## src/pfu_pkg.sv

```systemverilog
/*
  Shared constants and types of the program flow unit: widths, register byte
  offsets on the Avalon-MM slave, reset values, the interrupt entry address and
  the bus-handshake states.
  Assumes a single 100 MHz core clock and a synchronous active-high reset.
*/
package pfu_pkg;

  ////////////////////////////////////////////////////////////////////////////////
  // Widths.
  localparam int PC_W = 13;
  localparam int LOW_W = 8;
  localparam int LATCH_W = 5;
  localparam int TARGET_W = 11;
  localparam int STACK_DEPTH = 8;
  localparam int STACK_PTR_W = 3;
  localparam int DATA_ADDR_W = 9;
  localparam int BANK_OFS_W = 7;
  localparam int AVS_ADDR_W = 5;
  localparam int AVS_DATA_W = 32;

  ////////////////////////////////////////////////////////////////////////////////
  // Register byte offsets, one aligned word each.
  localparam logic [AVS_ADDR_W-1:0] OFS_INDIRECT_PORT = 5'h00;
  localparam logic [AVS_ADDR_W-1:0] OFS_PC_LOW = 5'h04;
  localparam logic [AVS_ADDR_W-1:0] OFS_FILE_POINTER = 5'h08;
  localparam logic [AVS_ADDR_W-1:0] OFS_HOLDING_LATCH = 5'h0c;
  localparam logic [AVS_ADDR_W-1:0] OFS_INDIRECT_ADDR = 5'h10;

  ////////////////////////////////////////////////////////////////////////////////
  // Values after reset and fixed addresses.
  localparam logic [PC_W-1:0] RST_PC = 13'h0000;
  localparam logic [LATCH_W-1:0] RST_LATCH = 5'h00;
  localparam logic [LOW_W-1:0] RST_FILE_POINTER = 8'h00;
  localparam logic [PC_W-1:0] INT_VECTOR = 13'h0004;
  localparam logic [BANK_OFS_W-1:0] PORT_BANK_OFS = 7'h00;
  localparam logic [LOW_W-1:0] PORT_SELF_READ = 8'h00;

  ////////////////////////////////////////////////////////////////////////////////
  // Slave handshake states.
  typedef enum logic [1:0] {
    BUS_IDLE,
    BUS_MEM_RD,
    BUS_MEM_CAP,
    BUS_ACK
  } pfu_bus_state_t;

endpackage : pfu_pkg

```

## src/pfu_ret_stack.sv

```systemverilog
/*
  Eight-entry circular return-address stack with a hidden pointer.
  Assumes push and pop come from the sequencer on the same clock; push wins
  if both are raised together.
*/
`timescale 1ns/1ps
module pfu_ret_stack (
  input wire logic i_clk,
  input wire logic i_reset,
  input wire logic i_push,
  input wire logic i_pop,
  input wire logic [pfu_pkg::PC_W-1:0] i_push_data,
  output logic [pfu_pkg::PC_W-1:0] o_top
);

  logic [pfu_pkg::PC_W-1:0] mem [pfu_pkg::STACK_DEPTH];
  logic [pfu_pkg::STACK_PTR_W-1:0] ptr;
  logic [pfu_pkg::STACK_PTR_W-1:0] prev_ptr;

  ////////////////////////////////////////////////////////////////////////////////
  assign prev_ptr = ptr - 3'h1;
  assign o_top = mem[prev_ptr];

  // pointer wraps naturally.
  // no overflow flag.
  always_ff @(posedge i_clk) begin
    if (i_reset) begin
      ptr <= '0;
    end else if (i_push) begin
      ptr <= ptr + 3'h1;
    end else if (i_pop) begin
      ptr <= prev_ptr;
    end
  end

  // eight hidden entries.
  // Entries are cleared too so that the top never shows an unknown value.
  always_ff @(posedge i_clk) begin
    if (i_reset) begin
      for (int i = 0; i < pfu_pkg::STACK_DEPTH; i++) begin
        mem[i] <= pfu_pkg::RST_PC;
      end
    end else if (i_push) begin
      mem[ptr] <= i_push_data;
    end
  end

endmodule : pfu_ret_stack

```

## src/pfu_top.sv

```systemverilog
/*
  Program flow unit: program counter, upper-bits holding latch, return stack
  and indirect data addressing, with an Avalon-MM slave for software access.
  Assumes the sequencer drives its one-cycle controls on the same clock and
  that data memory returns read data on the cycle after its read strobe.
*/
//
// Summary of operation
// Thirteen-bit counter, low byte read-write.
// Upper bits only loaded from latch.
// Every reset clears the whole counter.
// Low-byte write loads latch bits upward.
// Call or jump takes latch bits 4:3.
// Eight by thirteen hidden stack.
// Call or interrupt branch pushes counter.
// Any return kind pops into counter.
// Push and pop leave latch alone.
// Stack wraps, ninth push overwrites first.
// No overflow or underflow flags.
// Indirect port accesses pointer-selected location.
// Self-selected indirect read returns zero.
// Self-selected indirect write stores nothing.
// Nine-bit address from bank bit and pointer.
// Computed jumps must mind 256-byte pages.
// Bank bit is address bit 8.
// Return address is next sequential instruction.
//
`timescale 1ns/1ps
module pfu_top (
  input wire logic I_CLK,
  input wire logic I_RESET,
  // Avalon-MM slave.
  input wire logic [pfu_pkg::AVS_ADDR_W-1:0] I_AVS_ADDRESS,
  input wire logic I_AVS_READ,
  input wire logic I_AVS_WRITE,
  input wire logic [pfu_pkg::AVS_DATA_W-1:0] I_AVS_WRITEDATA,
  input wire logic [3:0] I_AVS_BYTEENABLE,
  output logic [pfu_pkg::AVS_DATA_W-1:0] O_AVS_READDATA,
  output logic O_AVS_WAITREQUEST,
  // Instruction sequencer.
  input wire logic I_ADVANCE,
  input wire logic I_JUMP,
  input wire logic I_CALL,
  input wire logic I_INT_BRANCH,
  input wire logic I_RETURN,
  input wire logic [pfu_pkg::TARGET_W-1:0] I_TARGET,
  input wire logic I_HIGH_BANK_SELECT,
  output logic [pfu_pkg::PC_W-1:0] O_PC,
  // Data memory.
  output logic [pfu_pkg::DATA_ADDR_W-1:0] O_MEM_ADDR,
  output logic O_MEM_RD,
  output logic O_MEM_WR,
  output logic [pfu_pkg::LOW_W-1:0] O_MEM_WDATA,
  input wire logic [pfu_pkg::LOW_W-1:0] I_MEM_RDATA
);

  ////////////////////////////////////////////////////////////////////////////////
  // Helpers.

  // True when a data address lands on the indirect port of any bank.
  function automatic logic selects_port(input logic [pfu_pkg::DATA_ADDR_W-1:0] addr);
    selects_port = (addr[pfu_pkg::BANK_OFS_W-1:0] == pfu_pkg::PORT_BANK_OFS);
  endfunction : selects_port

  // next sequential address.
  function automatic logic [pfu_pkg::PC_W-1:0] next_seq(input logic [pfu_pkg::PC_W-1:0] pc);
    next_seq = pc + 13'h0001;
  endfunction : next_seq

  ////////////////////////////////////////////////////////////////////////////////
  // State.

  pfu_pkg::pfu_bus_state_t state;
  logic [pfu_pkg::PC_W-1:0] pc;
  logic [pfu_pkg::LATCH_W-1:0] pc_upper_holding_latch;
  logic [pfu_pkg::LOW_W-1:0] file_pointer_reg;
  logic [pfu_pkg::AVS_ADDR_W-1:0] req_addr;
  logic req_write;
  logic [pfu_pkg::LOW_W-1:0] req_data;
  logic [pfu_pkg::DATA_ADDR_W-1:0] indirect_addr;
  logic indirect_self;
  logic req_hit_port;
  logic ack_write;
  logic low_byte_we;
  logic seq_push;
  logic seq_pop;
  logic [pfu_pkg::PC_W-1:0] stack_top;
  logic [pfu_pkg::PC_W-1:0] next_pc;
  logic [pfu_pkg::AVS_DATA_W-1:0] next_readdata;

  ////////////////////////////////////////////////////////////////////////////////
  // Indirect addressing.

  // concatenate bank bit and pointer.
  // bank bit on top.
  assign indirect_addr = {I_HIGH_BANK_SELECT, file_pointer_reg};
  assign indirect_self = selects_port(indirect_addr);
  assign req_hit_port = (I_AVS_ADDRESS == pfu_pkg::OFS_INDIRECT_PORT);

  ////////////////////////////////////////////////////////////////////////////////
  // Avalon-MM handshake.

  // The slave always holds waitrequest for at least one cycle so that read data
  // comes from a flip-flop and every write lands on the acknowledging edge.
  always_ff @(posedge I_CLK) begin
    if (I_RESET) begin
      state <= pfu_pkg::BUS_IDLE;
    end else begin
      case (state)
        pfu_pkg::BUS_IDLE: begin
          if (I_AVS_READ && req_hit_port && !indirect_self) begin
            state <= pfu_pkg::BUS_MEM_RD;
          end else if (I_AVS_READ || I_AVS_WRITE) begin
            state <= pfu_pkg::BUS_ACK;
          end
        end
        pfu_pkg::BUS_MEM_RD: begin
          state <= pfu_pkg::BUS_MEM_CAP;
        end
        pfu_pkg::BUS_MEM_CAP: begin
          state <= pfu_pkg::BUS_ACK;
        end
        pfu_pkg::BUS_ACK: begin
          state <= pfu_pkg::BUS_IDLE;
        end
        default: begin
          state <= pfu_pkg::BUS_IDLE;
        end
      endcase
    end
  end

  assign O_AVS_WAITREQUEST = (state != pfu_pkg::BUS_ACK);

  // The request is frozen when taken; the master holds it anyway.
  always_ff @(posedge I_CLK) begin
    if (I_RESET) begin
      req_addr <= '0;
      req_write <= 1'b0;
      req_data <= '0;
    end else if (state == pfu_pkg::BUS_IDLE && (I_AVS_READ || I_AVS_WRITE)) begin
      req_addr <= I_AVS_ADDRESS;
      req_write <= I_AVS_WRITE && I_AVS_BYTEENABLE[0];
      req_data <= I_AVS_WRITEDATA[pfu_pkg::LOW_W-1:0];
    end
  end

  assign ack_write = (state == pfu_pkg::BUS_ACK) && req_write;

  ////////////////////////////////////////////////////////////////////////////////
  // Read data.

  always_comb begin
    next_readdata = '0;
    case (I_AVS_ADDRESS)
      pfu_pkg::OFS_INDIRECT_PORT: begin
        // self-selection reads zero.
        next_readdata[pfu_pkg::LOW_W-1:0] = pfu_pkg::PORT_SELF_READ;
      end
      pfu_pkg::OFS_PC_LOW: begin
        // low byte readable.
        next_readdata[pfu_pkg::LOW_W-1:0] = pc[pfu_pkg::LOW_W-1:0];
      end
      pfu_pkg::OFS_FILE_POINTER: begin
        next_readdata[pfu_pkg::LOW_W-1:0] = file_pointer_reg;
      end
      pfu_pkg::OFS_HOLDING_LATCH: begin
        next_readdata[pfu_pkg::LATCH_W-1:0] = pc_upper_holding_latch;
      end
      pfu_pkg::OFS_INDIRECT_ADDR: begin
        next_readdata[pfu_pkg::DATA_ADDR_W-1:0] = indirect_addr;
        next_readdata[pfu_pkg::DATA_ADDR_W] = indirect_self;
      end
      default: begin
        next_readdata = '0;
      end
    endcase
  end

  always_ff @(posedge I_CLK) begin
    if (I_RESET) begin
      O_AVS_READDATA <= '0;
    end else if (state == pfu_pkg::BUS_IDLE && I_AVS_READ) begin
      O_AVS_READDATA <= next_readdata;
    end else if (state == pfu_pkg::BUS_MEM_CAP) begin
      // data comes from the selected location.
      O_AVS_READDATA <= {24'h000000, I_MEM_RDATA};
    end
  end

  ////////////////////////////////////////////////////////////////////////////////
  // Data memory port.

  // The address is caught once per request, so a pointer change later in the
  // same transfer cannot redirect it.
  always_ff @(posedge I_CLK) begin
    if (I_RESET) begin
      O_MEM_ADDR <= '0;
      O_MEM_WDATA <= '0;
    end else if (state == pfu_pkg::BUS_IDLE && (I_AVS_READ || I_AVS_WRITE)) begin
      // follow the file pointer.
      O_MEM_ADDR <= indirect_addr;
      O_MEM_WDATA <= I_AVS_WRITEDATA[pfu_pkg::LOW_W-1:0];
    end
  end

  assign O_MEM_RD = (state == pfu_pkg::BUS_MEM_RD);

  // self-selected write dropped.
  assign O_MEM_WR = ack_write && (req_addr == pfu_pkg::OFS_INDIRECT_PORT)
                    && !selects_port(O_MEM_ADDR);

  ////////////////////////////////////////////////////////////////////////////////
  // Software registers.

  always_ff @(posedge I_CLK) begin
    if (I_RESET) begin
      file_pointer_reg <= pfu_pkg::RST_FILE_POINTER;
    end else if (ack_write && req_addr == pfu_pkg::OFS_FILE_POINTER) begin
      file_pointer_reg <= req_data;
    end
  end

  // only software writes change it.
  always_ff @(posedge I_CLK) begin
    if (I_RESET) begin
      pc_upper_holding_latch <= pfu_pkg::RST_LATCH;
    end else if (ack_write && req_addr == pfu_pkg::OFS_HOLDING_LATCH) begin
      pc_upper_holding_latch <= req_data[pfu_pkg::LATCH_W-1:0];
    end
  end

  assign low_byte_we = ack_write && (req_addr == pfu_pkg::OFS_PC_LOW);

  ////////////////////////////////////////////////////////////////////////////////
  // Program counter.

  // push on call or interrupt.
  assign seq_push = I_CALL || I_INT_BRANCH;
  // pop on any return without a call or interrupt branch in the same cycle.
  // A jump in the same cycle wins, so the return is dropped whole, pop included.
  assign seq_pop = I_RETURN && !seq_push && !I_JUMP;

  // Sequencer branches outrank a software low-byte write in the same cycle;
  // the instruction stream owns the counter, software only nudges it.
  always_comb begin
    next_pc = pc;
    if (I_INT_BRANCH) begin
      next_pc = pfu_pkg::INT_VECTOR;
    end else if (I_CALL || I_JUMP) begin
      // latch bits 4:3 on top.
      next_pc = {pc_upper_holding_latch[pfu_pkg::LATCH_W-1:pfu_pkg::LATCH_W-2], I_TARGET};
    end else if (I_RETURN) begin
      next_pc = stack_top;
    end else if (low_byte_we) begin
      // latch fills the upper bits.
      // a table crossing a page needs the latch updated first.
      next_pc = {pc_upper_holding_latch, req_data};
    end else if (I_ADVANCE) begin
      next_pc = next_seq(pc);
    end
  end

  // upper bits never written from the bus directly.
  always_ff @(posedge I_CLK) begin
    if (I_RESET) begin
      // clear on reset.
      pc <= pfu_pkg::RST_PC;
    end else begin
      pc <= next_pc;
    end
  end

  assign O_PC = pc;

  ////////////////////////////////////////////////////////////////////////////////
  // Return stack.

  // push the following address.
  pfu_ret_stack u_stack (
    .i_clk(I_CLK),
    .i_reset(I_RESET),
    .i_push(seq_push),
    .i_pop(seq_pop),
    .i_push_data(next_seq(pc)),
    .o_top(stack_top)
  );

endmodule : pfu_top
```

## config.mk

```make
export PLATFORM = sky130hd
export DESIGN_NAME = pfu_top
export DESIGN_NICKNAME = d
export VERILOG_FILES = /design/src/pfu_pkg.sv /design/src/pfu_ret_stack.sv /design/src/pfu_top.sv
export SDC_FILE = /design/constraint.sdc
export NUM_CORES = 1
export LEC_CHECK = 0
export BUFFER_PORTS_ARGS = -buffer_cell sky130_fd_sc_hd__buf_4
export CAP_MARGIN = 20
export CORE_MARGIN = 4
export CORE_UTILIZATION = 40
export CTS_BUF_LIST = sky130_fd_sc_hd__clkbuf_4
export CTS_CLUSTER_DIAMETER = 150
export CTS_CLUSTER_SIZE = 14
export DETAILED_ROUTE_END_ITERATION = 16
export PLACE_DENSITY = 0.71
export SYNTH_ARGS = -nofsm -noshare
export SYNTH_HDL_FRONTEND = slang
export SYNTH_SLANG_ARGS = --single-unit
```

## constraint.sdc

```tcl
create_clock -name I_CLK -period 2.65 [get_ports I_CLK]
set_input_delay 0.3975 -clock I_CLK [delete_from_list [all_inputs] [get_ports I_CLK]]
set_output_delay 0.3975 -clock I_CLK [all_outputs]
set_load 0.02 [all_outputs]
```

==> summary by stage, run 1 <==
Setup path
The number of buffers and inverters on the critical path is 1. The data required time of the critical path is about 2.3 ns. The largest individual stage delay along the critical path comes from the cell sky130_fd_sc_hd__or4_1. The maximum net fanout on the critical path is 3. Walking the worst path, the cells encountered are or4_1 > nor4_2 > nor4b_2 > buf_4.

The worst setup path is captured at an output port. On the worst path, the slowest cell contributes a delay of between 0.5 and 0.6 ns. The data arrival at the endpoint of the critical path is between 2 and 2.5 ns. The critical path's top delay family is simple AND/OR/NAND/NOR gates. The worst setup path is launched from a flop. The worst setup path is of the flop to output port kind.

Cells and area
For this run, the post-layout net count is a little under 900. The fraction of final layout cells with drive strength greater than 1 is 0.238. The register with the most flip-flops in the layout has 104 of them. The post-synthesis to final-layout area growth is 16.2%. Counting flops per register, the top entry is u_stack.mem.

The final instance count without filler cells is 1080.

Floorplanning
The number of placement rows is 50. The die width is 148 um. The die is around 150 um tall.

135 I/O pins were placed. The starting utilization of the core area is 0.413. The die footprint is approximately 22000 um^2. The area of the core region is approximately 19000 um^2.

Route
The first detailed-routing pass took 5 iterations. The DRC violation total after the first TritonRoute iteration is 374. The residual antenna-violating net count after detailed routing is 0. The final route contains between 5000 and 6000 vias. Wires add up to ~20000 um. The average routed wire per standard cell is approximately 19 um. The via count normalized by instance count is ~5.3. The number of design rule violations left after detail routing is 0.

Logic synthesis
The share of the yosys chip area belonging to registers is 0.561. The top-area cell type share of the netlist area is 0.397. Sorting the synthesized cells by area gives the leading types as sky130_fd_sc_hd__edfxtp_1, sky130_fd_sc_hd__dfxtp_1, sky130_fd_sc_hd__mux4_2. Summing every instance area after synthesis gives about 8000 um^2.

After synthesis the netlist holds a flip-flop and latch count of approximately 170. A synthesized cell averages about 11 um^2. The async set or reset register ratio after synthesis is 0. The number of distinct standard cells referenced by the synthesized netlist is 64. Counting instances in the post-synthesis netlist gives the leading cell types as sky130_fd_sc_hd__nor2_1, sky130_fd_sc_hd__edfxtp_1, sky130_fd_sc_hd__nand2_1. Among all flip-flop cells after synthesis, the most frequent one is sky130_fd_sc_hd__edfxtp_1. The synthesized design contains between 100 and 150 enable-type register cells. Of all cell types, the one taking the most synthesized area is sky130_fd_sc_hd__edfxtp_1. The most repeated cell in the gate-level netlist after synthesis is sky130_fd_sc_hd__nor2_1. For this run, the number of Yosys warnings is 0. The cell count after synthesis came out at between 700 and 800.

Global routing
The total grt overflow is 0. The number of global-route vias before repair is 5699. The number of antenna violations at the first check in global routing came to 1. The pin count of the biggest net entering global routing is 36. The total routing usage reported by global routing is 0.184. The first global-routing pass estimated 31300 um of wire.

Timing
Clock skew on the completed layout was measured at approximately 0.013 ns. The share of the clock period used by the worst path is 0.917. Setup repair after global routing left no endpoint under its margin. The time the final worst path needs with I/O delays and setup is between 2 and 2.5 ns.

The final setup TNS is 0 ns. The max-slew violation count is 0. The relative slew slack is 0.442. The number of endpoints with negative hold slack in the final report is 0. Based on the critical path, the design can be clocked at up to a little over 0.4 GHz.

The final count of negative-setup-slack endpoints is 0. The transition time of the tightest slew-check pin is ~0.83 ns.

Placed design
The final weighted congestion in routability-driven placement is 0.850. The number of placed instances with taps included is between 1000 and 1500. The count of buffers added on input and output ports is 85. The post-DP HPWL is 15000 um.

CTS
The clock-pin slew on the worst setup and hold paths is around 0.14 ns. The number of hold buffers added after CTS was 0. The CTS buffer count is 17. The clock reaches the later pin of the worst-skew pair after approximately 0.56 ns. The clock tree buffer depth is 2.

The tree is rooted in a sky130_fd_sc_hd__clkbuf_4. CTS built an H-tree with a depth of 4. The setup fix buffers added after clock tree synthesis is 0. The tree built by TritonCTS fans out to approximately 170 sinks. The TritonCTS clock tree is done.

Status
The flow ran to the end, and the final reports show no timing, DRC or antenna violations.

Power and ir drop
For this design the ratio of total power to cell area is approximately 640 nW/um^2. In this run the static leakage power is 3.48 nW. VDD sags by at most around 0.29 mV.

Min path
In this run the worst hold path is classified as input pin to flop.

Flow run
Max-cap violations in this run came to 0.
==> path summary, 6_finish.rpt <==
check | from | slack, ns | cells after the start | endpoint
max | O_MEM_ADDR[3] | 0.22 | 4 | O_MEM_WR
min reg2reg | O_MEM_ADDR[7] | 0.47 | 2 | O_MEM_ADDR[7]
max reg2reg | state[0] | 0.42 | 6 | O_PC[6]
min | I_TARGET[6] | 0.05 | 3 | O_PC[6]
==> power breakdown <==
part	internal [mW]	total (mW)	leakage (nW)	switching (mW)
combinational	0.568	1.37	1.74	0.798
sequential	2.96	3.11	1.60	0.144
clock	0.405	1.35	0.136	0.941
==> cells by family (layout without fill, tap and decap cells) <==
| logic type | after synthesis | count (layout) | synth area share |
|---|---|---|---|
| multiplexers | 52 | 52 | 0.108 |
| XOR/XNOR | 17 | 17 | 0.0189 |
| AO/OA/AOI/OAI | 96 | 96 | 0.0839 |
| other | 1 | 23 | 0.000477 |
| flip-flops | 168 | 168 | 0.561 |
| adder cells (fa/ha/maj) | 7 | 7 | 0.0111 |
| buffers and inverters | 72 | 164 | 0.0489 |
| AND/OR/NAND/NOR | 293 | 293 | 0.168 |
==> worst register-to-register path, stage by stage, from the launching register on <==
cell and delay, ns:
sky130_fd_sc_hd__dfxtp_1 0.41, sky130_fd_sc_hd__ha_1 0.22, sky130_fd_sc_hd__nor4bb_4 0.45, sky130_fd_sc_hd__nand2_1 0.36, sky130_fd_sc_hd__a311oi_1 0.44, sky130_fd_sc_hd__a221oi_1 0.12, sky130_fd_sc_hd__o21ai_0 0.16
==> repair_timing <==
item,in CTS,in global routing
resized for setup,1,3
setup endpoints to repair,1,1
hold endpoints to repair,0,0
==> cell type report <==
| cell class | instances | area [um^2] |
|---|---|---|
| inverter | 8 | 30.0 |
| antenna | 1 | 2.50 |
| fill | 1758 | 9890 |
| tap | 260 | 325 |
| timing repair buffer | 124 | 956 |
| clock inverter | 13 | 96.3 |
| clock buffer | 19 | 143 |
| multi-input combinational | 487 | 3170 |
| sequential | 168 | 4410 |
==> cells in the final DEF (no fill, tap or decap), drive strengths merged, types with 4 or more instances in the layout <==
cell,Yosys,layout
a211oi,10,10
a21oi,33,33
a221oi,13,13
a32oi,5,5
and2,6,6
buf,36,124
clkbuf,28,19
clkinv,1,8
conb,1,22
dfxtp,64,64
edfxtp,104,104
ha,7,7
inv,7,12
mux2,5,5
mux2i,21,21
mux4,26,26
nand2,74,74
nand2b,9,9
nand3,16,16
nand4,5,5
nor2,143,143
nor3,11,11
nor3b,6,6
nor4,4,4
o21ai,10,10
xnor2,7,7
xor2,10,10
==> routing by layer <==
layer / vias up / track usage / routed length [um]
met1: 2815 / 0.234 / 8360
met2: 197 / 0.316 / 10000
met3: 28 / 0.0405 / 1280
met4: 0 / 0.0577 / 380
met5: - / 0 / 0
li1: 2712 / - / -
==> metrics by stage <==
stage	util	hold WS, ns	setup WS (ns)	instance area, um^2	total power [mW]
6_report	0.480	0.0511	0.220	9130	5.82
5_1_grt	0.480	0.0241	0.0419	9130	6.11
4_1_cts	0.479	0.0177	0.00831	9110	5.84
3_5_place_dp	0.466	0.449	0.486	8860	4.53
3_3_place_gp	0.466	0.448	0.537	8860	4.49
2_1_floorplan	-	0.444	0.269	7940	4.03
No activity file was read; power rests on OpenSTA's default activity.
==> inputs of run 2 (changes only) <==
MAX_ROUTING_LAYER = met4   (was default)
==> run 2 against run 1 <==
- register-to-register slack is essentially flat
- clock skew grew 0.00098 ns
- final cell count is the same
- sequential power is essentially flat
- fmax shrank 0.70%
- clock power is essentially flat
- total power is essentially flat
- wire length shrank 0.37%
- highest routed layer unchanged
- via count is essentially flat
- count of clock-buffer cells in the layout is the same
- combinational power is essentially flat
==> summary by stage, run 2 (synthesis gave the netlist of run 1 again) <==
Setup path
The worst stage delay on the critical path is 0.54 ns (about the same). The data arrival at the endpoint of the critical path was 2.05 ns (+0.02 ns). The critical path's slowest cell is sky130_fd_sc_hd__or4_1. The worst setup path is captured at an output port. The critical path's top delay family is simple AND/OR/NAND/NOR gates. The number of buffers and inverters on the critical path was 1 (unchanged).

STA classifies the critical path startpoint as a flop. The maximum net fanout on the critical path was 3 (unchanged). The data required time of the critical path came to 2.25 ns (about the same). The critical path in this run is classified as flop to output port. The critical register-to-register path endpoint is O_PC[2]. The worst reg2reg path startpoint is state[0]. The minimum setup slack among reg-to-reg paths came to 0.42 ns (about the same). The signal on the critical path passes through or4_1 > nor4_2 > nor4b_2 > buf_4. The cell count of the worst reg-to-reg path is 6 (unchanged).

Cells and area
The fill cell total of the finished layout is 1758 (unchanged). u_stack.mem holds more flip-flops than any other register. The number of flip-flops under the largest register name is 104 (unchanged).

Leaving out fill and tap cells, the most frequent cells in the layout are sky130_fd_sc_hd__nor2_1, sky130_fd_sc_hd__buf_4, sky130_fd_sc_hd__edfxtp_1. Leaving out fill and tap cells, the most frequent cell in the layout is sky130_fd_sc_hd__nor2_1. The fraction of final layout cells with drive strength greater than 1 was 0.238 (unchanged).

The layout net count was 883 (unchanged). The post-synthesis to final-layout area growth is 16.2% (unchanged).

Global routing
The number of antenna violations at the first check in global routing is 1 (unchanged). The pin count of the biggest net entering global routing came to 36 (unchanged). The first-pass GRT wire length came to 31300 um (about the same). The number of global-route vias before repair is 5687 (-0.21%). The total routing usage reported by global routing came to 0.190 (+0.00539).

The total grt overflow is 0 (unchanged).

CTS
The total number of H-tree levels is 4 (unchanged). Clock tree synthesis selected as its root buffer the cell sky130_fd_sc_hd__clkbuf_4. The clock-pin slew on the worst setup and hold paths is 0.14 ns (about the same).

The clock tree buffer depth is 2 (unchanged). The CTS buffer count is 17 (unchanged). TritonCTS built the clock tree. The insertion delay to the later sink of the worst-skew pair is 0.57 ns (about the same). The setup fix buffers added after clock tree synthesis is 0 (unchanged). The clock sink count is 168 (unchanged).

Floorplanning
The die width is 148 um (unchanged). The die footprint is 21900 um^2 (unchanged). The starting utilization of the core area is 0.413 (unchanged).

The die boundary height is 148 um (unchanged). The area of the core region is 19000 um^2 (unchanged). The number of placement rows is 50 (unchanged).

The number of placed I/O pins was 135 (unchanged).

Timing
The post-route worst hold slack is 0.0393 ns (-0.0118 ns). The number of endpoints with negative hold slack in the final report is 0 (unchanged). The time the final worst path needs with I/O delays and setup was 2.45 ns (+0.0172 ns). Setup repair after global routing left no endpoint under its margin. The final setup TNS was 0 ns (unchanged). The post-route clock skew is 0.0139 ns (+0.000984 ns). The maximum clock frequency is 0.409 GHz (-0.70%). The share of the clock period used by the worst path is 0.923 (+0.00649). The max-slew violation count came to 0 (unchanged). The relative slew slack is 0.440 (-0.00259). The final count of negative-setup-slack endpoints is 0 (unchanged). The transition time of the tightest slew-check pin came to 0.834 ns (+0.00386 ns).

Route
The via count normalized by instance count was 5.32 (about the same). The residual antenna-violating net count after detailed routing came to 0 (unchanged). The total number of vias is 5747 (-0.087%).

The average routed wire per standard cell is 18.5 um (-0.37%). The number of detailed-route iterations in the first pass is 5 (unchanged). The number of design rule violations left after detail routing is 0 (unchanged). The final routed wirelength across all metal layers is 20000 um (-0.37%). The DRC violation total after the first TritonRoute iteration came to 429 (+15%).

Flow run
The reported max-cap violation count is 0 (unchanged).

Min path
For hold timing, the worst endpoint is O_PC[5]. The number of instances on the worst hold path was 3 (unchanged). The start point of the worst hold path is I_TARGET[5]. The class of the worst hold path is input pin to flop.

Power and ir drop
The design internal power is 3.94 mW (about the same). The fraction of power consumed by the clock network came to 0.231 (about the same). The cell area power density was 638 nW/um^2 (about the same). The portion of total power attributed to sequential cells is 0.534 (about the same). The part of the total power dissipated in combinational logic is 0.235 (about the same). The worst voltage drop across the vdd grid is 0.295 mV (+1.8%). The cell leakage power is 3.48 nW (unchanged).

The reported net switching power is 1.88 mW (about the same). The proportion of total power due to net switching is 0.324 (about the same).

Placed design
The final weighted congestion in routability-driven placement was 0.864 (+1.6%). The post-DP HPWL is 15000 um (unchanged). The count of buffers inserted at the top-level ports is 85 (unchanged).

Status
The run finished with clean final reports.
## run 2: cell counts in the layout (fill, tap and decap cells not counted)
No cell type changed its count.
## run 2: worst min-delay path, cell delays in order
cell and delay, ns:
sky130_fd_sc_hd__buf_4 0.08, sky130_fd_sc_hd__a32oi_1 0.04, sky130_fd_sc_hd__o21ai_0 0.06
## run 2: cell type report
class	count	area [um^2]	area share
diodes	1	2.50	0.000274
clock buffers	19	143	0.0156
clock inverters	13	96.3	0.0106
inverters	8	30.0	0.00329
multi-input cells	487	3170	0.347
flip-flops and latches	168	4410	0.483
well taps	260	325	0.0356
repair buffers	124	956	0.105
## run 2: metal layers
layer / wire length [um] / track usage
met1: 8420 / 0.236
met2: 10100 / 0.314
met3: 1170 / 0.0378
met4: 348 / 0.0605
met5: 0 / -
## run 2: timing repair
item / CTS / global route
gates resized for setup: 1 / 3
pin swaps: 0 / 0
hold buffers: 0 / 0
setup endpoints to repair: 1 / 1
## run 2: power by group through the flow
stage	clock network [mW]	logic (mW)	registers, mW
6_report	1.35	1.37	3.11
5_1_grt	1.49	1.48	3.13
4_1_cts	1.37	1.37	3.11
3_5_place_dp	0	1.36	3.16
3_3_place_gp	0	1.34	3.15
2_1_floorplan	0	0.828	3.20
## run 2: metrics by stage
step	cell area (um^2)	setup slack (ns)	utilization	power (mW)	std cells
2_1_floorplan	7940	0.269	-	4.03	727
3_3_place_gp	8860	0.537	0.466	4.49	1047
3_5_place_dp	8860	0.486	0.466	4.53	1047
4_1_cts	9110	0.00831	0.479	5.84	1079
5_1_grt	9130	0.0480	0.480	6.11	1080
6_report	9130	0.203	0.480	5.82	1080
## run 2: how the worst max path moves through the flow
stage	depth (start not counted)	startpoint	end	slack, ns
after floorplan	9	u_stack.ptr[0]	O_PC[8]	0.27
after detailed placement	7	u_stack.ptr[1]	O_PC[2]	0.49
after global routing	4	req_addr[0]	O_MEM_WR	0.05
final	4	O_MEM_ADDR[3]	O_MEM_WR	0.20
after global placement	6	state[0]	O_PC[2]	0.54
after CTS	4	req_addr[4]	O_MEM_WR	0.008
